<file path="src/osr_pkg.sv">
// Package with the constants of the operation status register block
package osr_pkg;

  ////////////////////////////////////////////////////////////////////////////
  // Word layout
  localparam int unsigned     OSR_WORD_W    = 16;   // Status word width
  localparam int unsigned     OSR_WR_W      = 32;   // Width of a written value
  localparam int unsigned     OSR_IRQ_N     = 7;    // Interrupt request lines

  // Operation status word bit positions
  localparam int unsigned     OSR_BIT_CAL   = 0;    // Calibration in progress
  localparam int unsigned     OSR_BIT_TRIG  = 5;    // Trigger activity
  localparam int unsigned     OSR_BIT_MON   = 8;    // Monitor
  localparam int unsigned     OSR_BIT_PWRDN = 9;    // Mainframe power-down
  localparam int unsigned     OSR_BIT_IRQ   = 10;   // Bus interrupt summary

  // Used-bit masks of each word
  localparam logic [15:0]     OSR_OP_USED   = 16'h0721;
  localparam logic [15:0]     OSR_IRQ_USED  = 16'h007f;

  // Reset values
  localparam logic [15:0]     OSR_RST_WORD  = 16'h0000;
  localparam logic [15:0]     OSR_PRESET    = 16'h0000;

  // Largest legal mask value
  localparam logic [31:0]     OSR_MASK_MAX  = 32'h0000ffff;

  // Data-out-of-range error code (two's complement of 222)
  localparam logic [15:0]     OSR_ERR_RANGE = 16'hff22;
  localparam logic [15:0]     OSR_ERR_NONE  = 16'h0000;

  ////////////////////////////////////////////////////////////////////////////
  // Register selectors of the query and write ports
  typedef enum logic [2:0] {
    OSR_SEL_OP_EVENT  = 3'h0,  // Operation event latch
    OSR_SEL_OP_COND   = 3'h1,  // Operation live state
    OSR_SEL_OP_MASK   = 3'h2,  // Operation event mask
    OSR_SEL_IRQ_EVENT = 3'h3,  // Bus interrupt event latch
    OSR_SEL_IRQ_COND  = 3'h4,  // Bus interrupt line state
    OSR_SEL_IRQ_MASK  = 3'h5   // Bus interrupt event mask
  } osr_sel_t;

  // Start-up sequencer states, one-hot
  typedef enum logic [1:0] {
    OSR_ST_BOOT = 2'h1,  // Mask reload pending
    OSR_ST_RUN  = 2'h2   // Normal operation
  } osr_state_t;

endpackage

</file>
<file path="src/osr_latch_if.sv">
// Interface joining a status group to its edge-latched event register
`timescale 1ns/10ps
interface osr_latch_if #(
  parameter int unsigned W = 16
);
  logic [W-1:0] cond;     // Live condition bits
  logic         clear;    // Clear the whole event word
  logic [W-1:0] event_q;  // Latched event bits

  // Owner of the status group
  modport group (output cond, output clear, input event_q);
  // Edge latch itself
  modport latch (input cond, input clear, output event_q);
endinterface

</file>
<file path="src/osr_edge_latch.sv">
// Rising-edge event latch with clear, one bit per condition
`timescale 1ns/10ps
module osr_edge_latch #(
  parameter int unsigned W = 16
) (
  // Clock and reset
  input  wire logic  i_mclk,
  input  wire logic  i_resetn,
  // Condition and event word
  osr_latch_if.latch bus
);
  import osr_pkg::*;

  logic [W-1:0] prev;   // Condition seen last cycle
  logic [W-1:0] rise;   // False-to-true transitions
  logic [W-1:0] next_event;

  // A new edge survives a clear in the same cycle
  assign rise       = bus.cond & ~prev;
  assign next_event = (bus.clear ? '0 : bus.event_q) | rise;

  // Previous condition and held events
  always_ff @(posedge i_mclk or negedge i_resetn) begin
    if (!i_resetn) begin
      prev        <= '0;
      bus.event_q <= '0;
    end else begin
      prev        <= bus.cond;
      bus.event_q <= next_event;
    end
  end
endmodule

</file>
<file path="src/osr_status_regs.sv">
// Operation status and bus-interrupt monitor register groups
// Summary of operation
// - Operation event bit sets on condition rise
// - Fixed operation word bit positions
// - Unused operation event bits read zero
// - Operation event clears on read or clear-status
// - Condition bits track live state
// - Condition read non-destructive, unused bits zero
// - Unused mask bits accepted and ignored
// - Power-on operation mask from storage unless flag
// - Status preset zeroes the masks, except the operation mask in the boot cycle
// - Mask above 16 bits rejected, code -222 except in the boot cycle
// - Interrupt line rises latch into bits 0-6
// - Interrupt events clear on read or clear-status
// - Captured line state returned by condition query
// - Monitor init clears captured line state
// - Query returns whole word as unsigned
// - Mask only gates events into summary
// - Event holds until read or clear
`timescale 1ns/10ps
module osr_status_regs (
  // Clock and reset
  input  wire logic                         i_mclk,
  input  wire logic                         i_resetn,
  // Live operation conditions
  input  wire logic                         i_calibration_in_progress,
  input  wire logic                         i_trigger_active,
  input  wire logic                         i_monitor_active,
  input  wire logic                         i_power_down,
  // Bus interrupt monitor
  input  wire logic [osr_pkg::OSR_IRQ_N-1:0] i_irq_lines,
  input  wire logic                         i_monitor_init,
  // Commands
  input  wire logic                         i_clear_status_command,
  input  wire logic                         i_status_preset,
  // Power-on mask source
  input  wire logic                         i_power_on_status_clear_flag,
  input  wire logic [osr_pkg::OSR_WORD_W-1:0] i_nv_mask,
  // Query port
  input  wire logic                         i_query_valid,
  input  wire osr_pkg::osr_sel_t            i_query_sel,
  output      logic                         o_resp_valid,
  output      logic [osr_pkg::OSR_WORD_W-1:0] o_resp_data,
  // Mask write port
  input  wire logic                         i_wr_valid,
  input  wire osr_pkg::osr_sel_t            i_wr_sel,
  input  wire logic [osr_pkg::OSR_WR_W-1:0] i_wr_data,
  output      logic                         o_err_valid,
  output      logic [osr_pkg::OSR_WORD_W-1:0] o_err_code,
  // Summary to the parent status register
  output      logic                         o_operation_summary
);
  import osr_pkg::*;

  ////////////////////////////////////////////////////////////////////////////
  // Declarations
  osr_latch_if #(.W(OSR_WORD_W)) op_lif ();   // Operation event latch
  osr_latch_if #(.W(OSR_WORD_W)) irq_lif ();  // Bus interrupt event latch

  osr_state_t              state;          // Start-up sequencer
  osr_state_t              next_state;
  logic [OSR_WORD_W-1:0]   op_mask;        // Operation event mask
  logic [OSR_WORD_W-1:0]   irq_mask;       // Bus interrupt event mask
  logic [OSR_IRQ_N-1:0]    line_capture;   // Captured interrupt lines
  logic [OSR_WORD_W-1:0]   op_cond;        // Operation live word
  logic [OSR_WORD_W-1:0]   irq_cond;       // Line state word
  logic [OSR_WORD_W-1:0]   op_event;       // Operation events, used bits
  logic [OSR_WORD_W-1:0]   irq_event;      // Interrupt events, used bits
  logic [OSR_WORD_W-1:0]   irq_line_word;  // Raw lines placed in a word
  logic                    irq_summary;    // Masked interrupt summary
  logic                    rd_op_event;    // Query reads operation events
  logic                    rd_irq_event;   // Query reads interrupt events
  logic                    wr_ok;          // Write in range
  logic                    wr_bad;         // Write out of range
  logic                    wr_op;          // Legal write to operation mask
  logic                    wr_irq;         // Legal write to interrupt mask
  logic                    boot;           // Reload cycle after reset
  logic [OSR_WORD_W-1:0]   boot_mask;      // Mask chosen at power-on
  logic [OSR_WORD_W-1:0]   wr_word;        // Written value, low 16 bits
  logic [OSR_WORD_W-1:0]   rd_mux;         // Selected query word
  logic [OSR_WORD_W-1:0]   next_op_mask;
  logic [OSR_WORD_W-1:0]   next_irq_mask;
  logic [OSR_IRQ_N-1:0]    next_capture;

  ////////////////////////////////////////////////////////////////////////////
  // Operation status word
  // Condition word built from live inputs and the interrupt summary, unused positions tied low
  assign irq_summary = |(irq_event & irq_mask);
  always_comb begin
    op_cond                = OSR_RST_WORD;
    op_cond[OSR_BIT_CAL]   = i_calibration_in_progress;
    op_cond[OSR_BIT_TRIG]  = i_trigger_active;
    op_cond[OSR_BIT_MON]   = i_monitor_active;
    op_cond[OSR_BIT_PWRDN] = i_power_down;
    op_cond[OSR_BIT_IRQ]   = irq_summary;
  end

  // Event latch watches the condition word
  assign op_lif.cond  = op_cond;
  assign rd_op_event  = i_query_valid && (i_query_sel == OSR_SEL_OP_EVENT);
  assign op_lif.clear = rd_op_event | i_clear_status_command;
  assign op_event     = op_lif.event_q & OSR_OP_USED;

  osr_edge_latch #(.W(OSR_WORD_W)) u_op_latch (
    .i_mclk   (i_mclk),
    .i_resetn (i_resetn),
    .bus      (op_lif.latch)
  );

  // Mask only gates events, it never touches them
  assign o_operation_summary = |(op_event & op_mask);

  ////////////////////////////////////////////////////////////////////////////
  // Bus interrupt monitor
  // Raw lines in the low bits of a word
  assign irq_line_word = {{(OSR_WORD_W - OSR_IRQ_N){1'b0}}, i_irq_lines};
  assign irq_lif.cond  = irq_line_word;
  assign rd_irq_event  = i_query_valid && (i_query_sel == OSR_SEL_IRQ_EVENT);
  assign irq_lif.clear = rd_irq_event | i_clear_status_command;
  assign irq_event     = irq_lif.event_q & OSR_IRQ_USED;

  osr_edge_latch #(.W(OSR_WORD_W)) u_irq_latch (
    .i_mclk   (i_mclk),
    .i_resetn (i_resetn),
    .bus      (irq_lif.latch)
  );

  // Lines are caught and held until the monitor is initialised
  assign next_capture = i_monitor_init ? '0 : (line_capture | i_irq_lines);
  assign irq_cond     = {{(OSR_WORD_W - OSR_IRQ_N){1'b0}}, line_capture};

  // Captured line register
  always_ff @(posedge i_mclk or negedge i_resetn) begin
    if (!i_resetn) begin
      line_capture <= '0;
    end else begin
      line_capture <= next_capture;
    end
  end

  ////////////////////////////////////////////////////////////////////////////
  // Start-up sequencer
  // One reload cycle after reset release, then run
  always_comb begin
    case (state)
      OSR_ST_BOOT: next_state = OSR_ST_RUN;
      OSR_ST_RUN:  next_state = OSR_ST_RUN;
      default:     next_state = OSR_ST_BOOT;
    endcase
  end

  // State register
  always_ff @(posedge i_mclk or negedge i_resetn) begin
    if (!i_resetn) begin
      state <= OSR_ST_BOOT;
    end else begin
      state <= next_state;
    end
  end

  assign boot      = (state == OSR_ST_BOOT);
  // Stored mask unless the clear flag is set
  assign boot_mask = i_power_on_status_clear_flag ? OSR_PRESET
                                                  : (i_nv_mask & OSR_OP_USED);

  ////////////////////////////////////////////////////////////////////////////
  // Mask writes
  // Range check, then unused bits dropped
  assign wr_ok   = (i_wr_data <= OSR_MASK_MAX);
  assign wr_bad  = i_wr_valid && !wr_ok && !boot;
  assign wr_op   = i_wr_valid && wr_ok && (i_wr_sel == OSR_SEL_OP_MASK);
  assign wr_irq  = i_wr_valid && wr_ok && (i_wr_sel == OSR_SEL_IRQ_MASK);
  assign wr_word = i_wr_data[OSR_WORD_W-1:0];

  // Operation mask next value: boot, then preset, then write
  always_comb begin
    if (boot) begin
      next_op_mask = boot_mask;
    end else if (i_status_preset) begin
      next_op_mask = OSR_PRESET;
    end else if (wr_op) begin
      next_op_mask = wr_word & OSR_OP_USED;
    end else begin
      next_op_mask = op_mask;
    end
  end

  // Interrupt mask next value
  always_comb begin
    if (boot || i_status_preset) begin
      next_irq_mask = OSR_PRESET;
    end else if (wr_irq) begin
      next_irq_mask = wr_word & OSR_IRQ_USED;
    end else begin
      next_irq_mask = irq_mask;
    end
  end

  // Mask registers
  always_ff @(posedge i_mclk or negedge i_resetn) begin
    if (!i_resetn) begin
      op_mask  <= OSR_RST_WORD;
      irq_mask <= OSR_RST_WORD;
    end else begin
      op_mask  <= next_op_mask;
      irq_mask <= next_irq_mask;
    end
  end

  // Error report, one cycle after the bad write
  always_ff @(posedge i_mclk or negedge i_resetn) begin
    if (!i_resetn) begin
      o_err_valid <= 1'b0;
      o_err_code  <= OSR_ERR_NONE;
    end else begin
      o_err_valid <= wr_bad;
      o_err_code  <= wr_bad ? OSR_ERR_RANGE : OSR_ERR_NONE;
    end
  end

  ////////////////////////////////////////////////////////////////////////////
  // Query response
  // Selected word, returned whole and unsigned
  always_comb begin
    case (i_query_sel)
      OSR_SEL_OP_EVENT:  rd_mux = op_event;
      OSR_SEL_OP_COND:   rd_mux = op_cond;
      OSR_SEL_OP_MASK:   rd_mux = op_mask;
      OSR_SEL_IRQ_EVENT: rd_mux = irq_event;
      OSR_SEL_IRQ_COND:  rd_mux = irq_cond;
      OSR_SEL_IRQ_MASK:  rd_mux = irq_mask;
      default:           rd_mux = OSR_RST_WORD;
    endcase
  end

  // Response registers
  always_ff @(posedge i_mclk or negedge i_resetn) begin
    if (!i_resetn) begin
      o_resp_valid <= 1'b0;
      o_resp_data  <= OSR_RST_WORD;
    end else begin
      o_resp_valid <= i_query_valid;
      o_resp_data  <= i_query_valid ? rd_mux : o_resp_data;
    end
  end

  ////////////////////////////////////////////////////////////////////////////
  // Assertions
  property p_rise_sets;
    @(posedge i_mclk) disable iff (!i_resetn)
    (state == OSR_ST_RUN) && i_trigger_active && !$past(i_trigger_active)
      |=> op_event[OSR_BIT_TRIG];
  endproperty
  a_rise_sets: assert property (p_rise_sets)
    else $error("Trigger rise did not set its event bit");

  property p_unused_zero;
    @(posedge i_mclk) disable iff (!i_resetn)
    (op_event & ~OSR_OP_USED) == OSR_RST_WORD;
  endproperty
  a_unused_zero: assert property (p_unused_zero)
    else $error("Unused operation event bit is set");

  property p_read_clears;
    @(posedge i_mclk) disable iff (!i_resetn)
    rd_op_event && (op_cond == $past(op_cond))
      |=> o_resp_valid && (o_resp_data == $past(op_event))
          && ((op_event & ~(op_cond & ~$past(op_cond))) == OSR_RST_WORD);
  endproperty
  a_read_clears: assert property (p_read_clears)
    else $error("Event read did not return and clear the word");

  property p_cond_track;
    @(posedge i_mclk) disable iff (!i_resetn)
    i_query_valid && (i_query_sel == OSR_SEL_OP_COND)
      |=> o_resp_data[OSR_BIT_MON] == $past(i_monitor_active)
          && (o_resp_data & ~OSR_OP_USED) == OSR_RST_WORD;
  endproperty
  a_cond_track: assert property (p_cond_track)
    else $error("Condition query does not show the live state");

  property p_range;
    @(posedge i_mclk) disable iff (!i_resetn)
    wr_bad |=> o_err_valid && (o_err_code == OSR_ERR_RANGE)
               && (op_mask == $past(op_mask) || $past(i_status_preset));
  endproperty
  a_range: assert property (p_range)
    else $error("Out-of-range mask write was not refused");

  property p_preset;
    @(posedge i_mclk) disable iff (!i_resetn)
    i_status_preset |=> op_mask == OSR_PRESET;
  endproperty
  a_preset: assert property (p_preset)
    else $error("Status preset did not zero the mask");

  property p_boot_mask;
    @(posedge i_mclk) disable iff (!i_resetn)
    boot && !i_power_on_status_clear_flag
      |=> op_mask == ($past(i_nv_mask) & OSR_OP_USED);
  endproperty
  a_boot_mask: assert property (p_boot_mask)
    else $error("Power-on mask was not reloaded from storage");

  property p_event_hold;
    @(posedge i_mclk) disable iff (!i_resetn)
    op_event[OSR_BIT_CAL] && !op_lif.clear |=> op_event[OSR_BIT_CAL];
  endproperty
  a_event_hold: assert property (p_event_hold)
    else $error("Event bit dropped without a read or clear");

  property p_init_clears;
    @(posedge i_mclk) disable iff (!i_resetn)
    i_monitor_init |=> irq_cond == OSR_RST_WORD;
  endproperty
  a_init_clears: assert property (p_init_clears)
    else $error("Monitor init left captured lines set");

  // A fresh masked interrupt event must land in operation bit ten
  property p_irq_summary;
    @(posedge i_mclk) disable iff (!i_resetn)
    (state == OSR_ST_RUN) && |(irq_event & irq_mask)
      && !(|($past(irq_event) & $past(irq_mask)))
      |=> op_event[OSR_BIT_IRQ];
  endproperty
  a_irq_summary: assert property (p_irq_summary)
    else $error("Masked interrupt event did not reach operation bit ten");

  // Interrupt event read returns the word and leaves it empty
  property p_irq_read_clears;
    @(posedge i_mclk) disable iff (!i_resetn)
    (state == OSR_ST_RUN) && rd_irq_event && (irq_line_word == $past(irq_line_word))
      |=> (o_resp_data == $past(irq_event)) && (irq_event == OSR_RST_WORD);
  endproperty
  a_irq_read_clears: assert property (p_irq_read_clears)
    else $error("Interrupt event read did not return and clear the word");

  c_bad_write: cover property (@(posedge i_mclk) disable iff (!i_resetn) wr_bad);
  c_irq_event: cover property (@(posedge i_mclk) disable iff (!i_resetn)
    rd_irq_event && (irq_event != OSR_RST_WORD));
  c_summary:   cover property (@(posedge i_mclk) disable iff (!i_resetn)
    o_operation_summary);
  c_preset:    cover property (@(posedge i_mclk) disable iff (!i_resetn)
    i_status_preset && (op_mask != OSR_RST_WORD));
endmodule

</file>
<file path="config.mk">
export PLATFORM = sky130hd
export DESIGN_NAME = osr_status_regs
export DESIGN_NICKNAME = d
export VERILOG_FILES = /design/src/osr_pkg.sv /design/src/osr_latch_if.sv /design/src/osr_edge_latch.sv /design/src/osr_status_regs.sv
export SDC_FILE = /design/constraint.sdc
export NUM_CORES = 1
export LEC_CHECK = 0
export BUFFER_PORTS_ARGS = -buffer_cell sky130_fd_sc_hd__buf_2
export CORE_MARGIN = 3
export CORE_UTILIZATION = 58
export DETAILED_ROUTE_END_ITERATION = 16
export PLACE_DENSITY = 0.87
export SLEW_MARGIN = 10
export SYNTH_ARGS = -nofsm -noshare
export SYNTH_HDL_FRONTEND = slang
export SYNTH_HIERARCHICAL = 1
export SYNTH_SLANG_ARGS = --single-unit
</file>
<file path="constraint.sdc">
create_clock -name i_mclk -period 3.2 [get_ports i_mclk]
set_clock_uncertainty 0.15 [all_clocks]
set_input_delay 0.64 -clock i_mclk [delete_from_list [all_inputs] [get_ports i_mclk]]
set_output_delay 0.64 -clock i_mclk [all_outputs]
set_load 0.005 [all_outputs]
</file>
==> results.txt <==
status = finished clean
Iter 0 DRT Violations = 108
core area = 4440 um^2
post-route cell area = 3210 um^2
Fin. Hold Viols = 0
dpl cell area = 2990 um^2
I/O Buffers = 78
reg-to-reg critical path startpoint = state[0]
detailed-route via count = 2160
vias in the first global route = 2120
PnR worst setup slack = 1010 ps
Syn. warnings = 6
number of gates resized after CTS = 0
crit-path cells = a222oi_1 -> nand2_1 -> buf_2
Die H = 74.8 um
Setup-failing EPs final = 0
CTS tree = yes
Fillers = 325
worst min-delay path category = in -> async
H-tree depth = 3
iteration count of the initial detailed-routing pass = 4
post-route ant nets = 0
GRT overflow = 0
vias per cell = 5.64
antenna violations before repair = 0
Synth Instances = 260
r2r endpoint = op_mask[0]
slew margin rel. = 61.2%
register area = 1430 um^2
Avg WL per Cell = 15.7 um
global-route wire length before repair = 9490 um
IO Count = 108
largest net degree at the start of global routing = 58
crit-path max FO = 3
VDD IR max = 0.000332 V
CP Capture Type = primary output
share of layout cells above drive strength 1 = 34.4%
GRT Util Overall = 22.9%
Pins Over Slew Limit = 0
mapped cell area = 2740 um^2
Crit. Startpoint = op_mask[9]
diode count = 0
WL final = 6000 um
Layout area overhead = 16.9%
CP arrival = 1400 ps
setup TNS = 0 ps
fmax = 456 MHz
Worst setup SP type = flop
Syn Area/Cell = 10.5 um^2
Slew @ Worst Pin = 577 ps
area of the multi-input gates = 982 um^2
Post-CTS Setup Repair Bufs = 0
R2R Setup Slk = 1560 ps
die area = 5590 um^2
max_cap viols = 0
CTS clk-pin slew, worst paths = 70 ps
latest clock arrival within the worst-skew pair = 330 ps
Cell Rows = 24
Max Root-Sink Buffers = 2
worst setup path class = reg -> out
RSZ-0062 raised after global routing = no
leakage = 1.60 nW
Root Buffer = clkbuf_8
Power Dens Cells = 525 nW/um^2
GPL Wtd Cong = 0.850
Starting Density = 61.7%
min Tclk post-route = 2190 ps
Worst path max stage delay = 420 ps
clk sinks = 57
Die X-Extent = 74.8 um
Setup WS pre-CTS = 905 ps
Worst Setup EP = o_operation_summary
hold_buf cts = 0
fin nets = 400
drt drc = 0
path depth of the worst reg2reg path = 4
CTS Buf Count = 9
Final period util = 68.5%
Post-DP HPWL = 4450 um
Critical-path top delay cell = dfrtp_1
Worst EP required = 2410 ps
-- sequential cells by signal (all words and copies together) (netlist names) --
| register | count |
|---|---|
| o_err_code | 1 |
| u_op_latch/prev | 5 |
| o_resp_valid | 1 |
| op_mask | 5 |
| u_op_latch/bus.event_q | 5 |
| u_irq_latch/prev | 7 |
| irq_mask | 7 |
| o_resp_data | 10 |
| state | 2 |
| u_irq_latch/bus.event_q | 7 |
| line_capture | 7 |
-- how the worst min path moves through the flow --
stage | startpoint | endpoint
detailed placement | u_op_latch/prev[0] | u_op_latch/bus.event_q[0]
global route | i_resetn | op_mask[9]
global placement | u_irq_latch/prev[0] | u_irq_latch/bus.event_q[0]
finish | i_resetn | op_mask[9]
CTS | i_resetn | op_mask[9]
floorplan | i_resetn | irq_mask[0]
-- routing by layer --
metal  wire length [um]  GRT usage (%)  vias up
li1                   -              -     1010
met1               2340           26.3     1031
met2               3060           37.4       93
met3                346           4.94       26
met4                262           17.4        0
met5                  0              0        -
-- through the flow --
step / hold WS (ps) / utilization, % / instances / power, mW
after CTS: 152 / 72.1 / 383 / 1.70
after global routing: 151 / 72.1 / 383 / 1.75
final: 144 / 72.1 / 383 / 1.68
after detailed placement: 262 / 67.3 / 367 / 0.992
after global placement: 249 / 67.3 / 367 / 0.982
after floorplan: 194 / - / 271 / 0.917
-- report_power, final --
part           switching [mW]  internal (mW)
combinational           0.101         0.0850
sequential             0.0304          0.763
clock                   0.282          0.422
-- worst max-delay path: cells and delay by family (launching register included) --
family / cells / cell delay (ps)
compound gates: 1 / 390
flops: 1 / 420
simple gates: 1 / 110
buf+inv: 1 / 150
-- layout make-up --
class	instances	share of cell area, %
repair buffers	79	12.8
multi-input cells	151	30.6
flip-flops and latches	57	44.5
clock buffers	12	5.15
well taps	52	2.03
inverters	28	3.28
clock inverters	4	1.56
-- layout by cell type, fill, tap and decap left out, types with 2 or more instances in the layout --
cell type and instances:
buf_2 78, dfrtp_1 56, nor2_1 31, inv_1 27
conb_1 12, clkbuf_8 12, nand2_1 11, o21ai_0 10
a21oi_1 8, a22o_1 7, nand4_1 7, o31ai_1 6
a221oi_1 6, o22ai_2 6, o22ai_1 6, nor2b_1 5
a2bb2oi_1 5, mux2i_1 5, nor4_2 4, a22oi_1 3
a222oi_1 2, nand3_1 2, a31o_2 2, clkinvlp_4 2
Note: power is estimated with default switching activity, not from simulation.
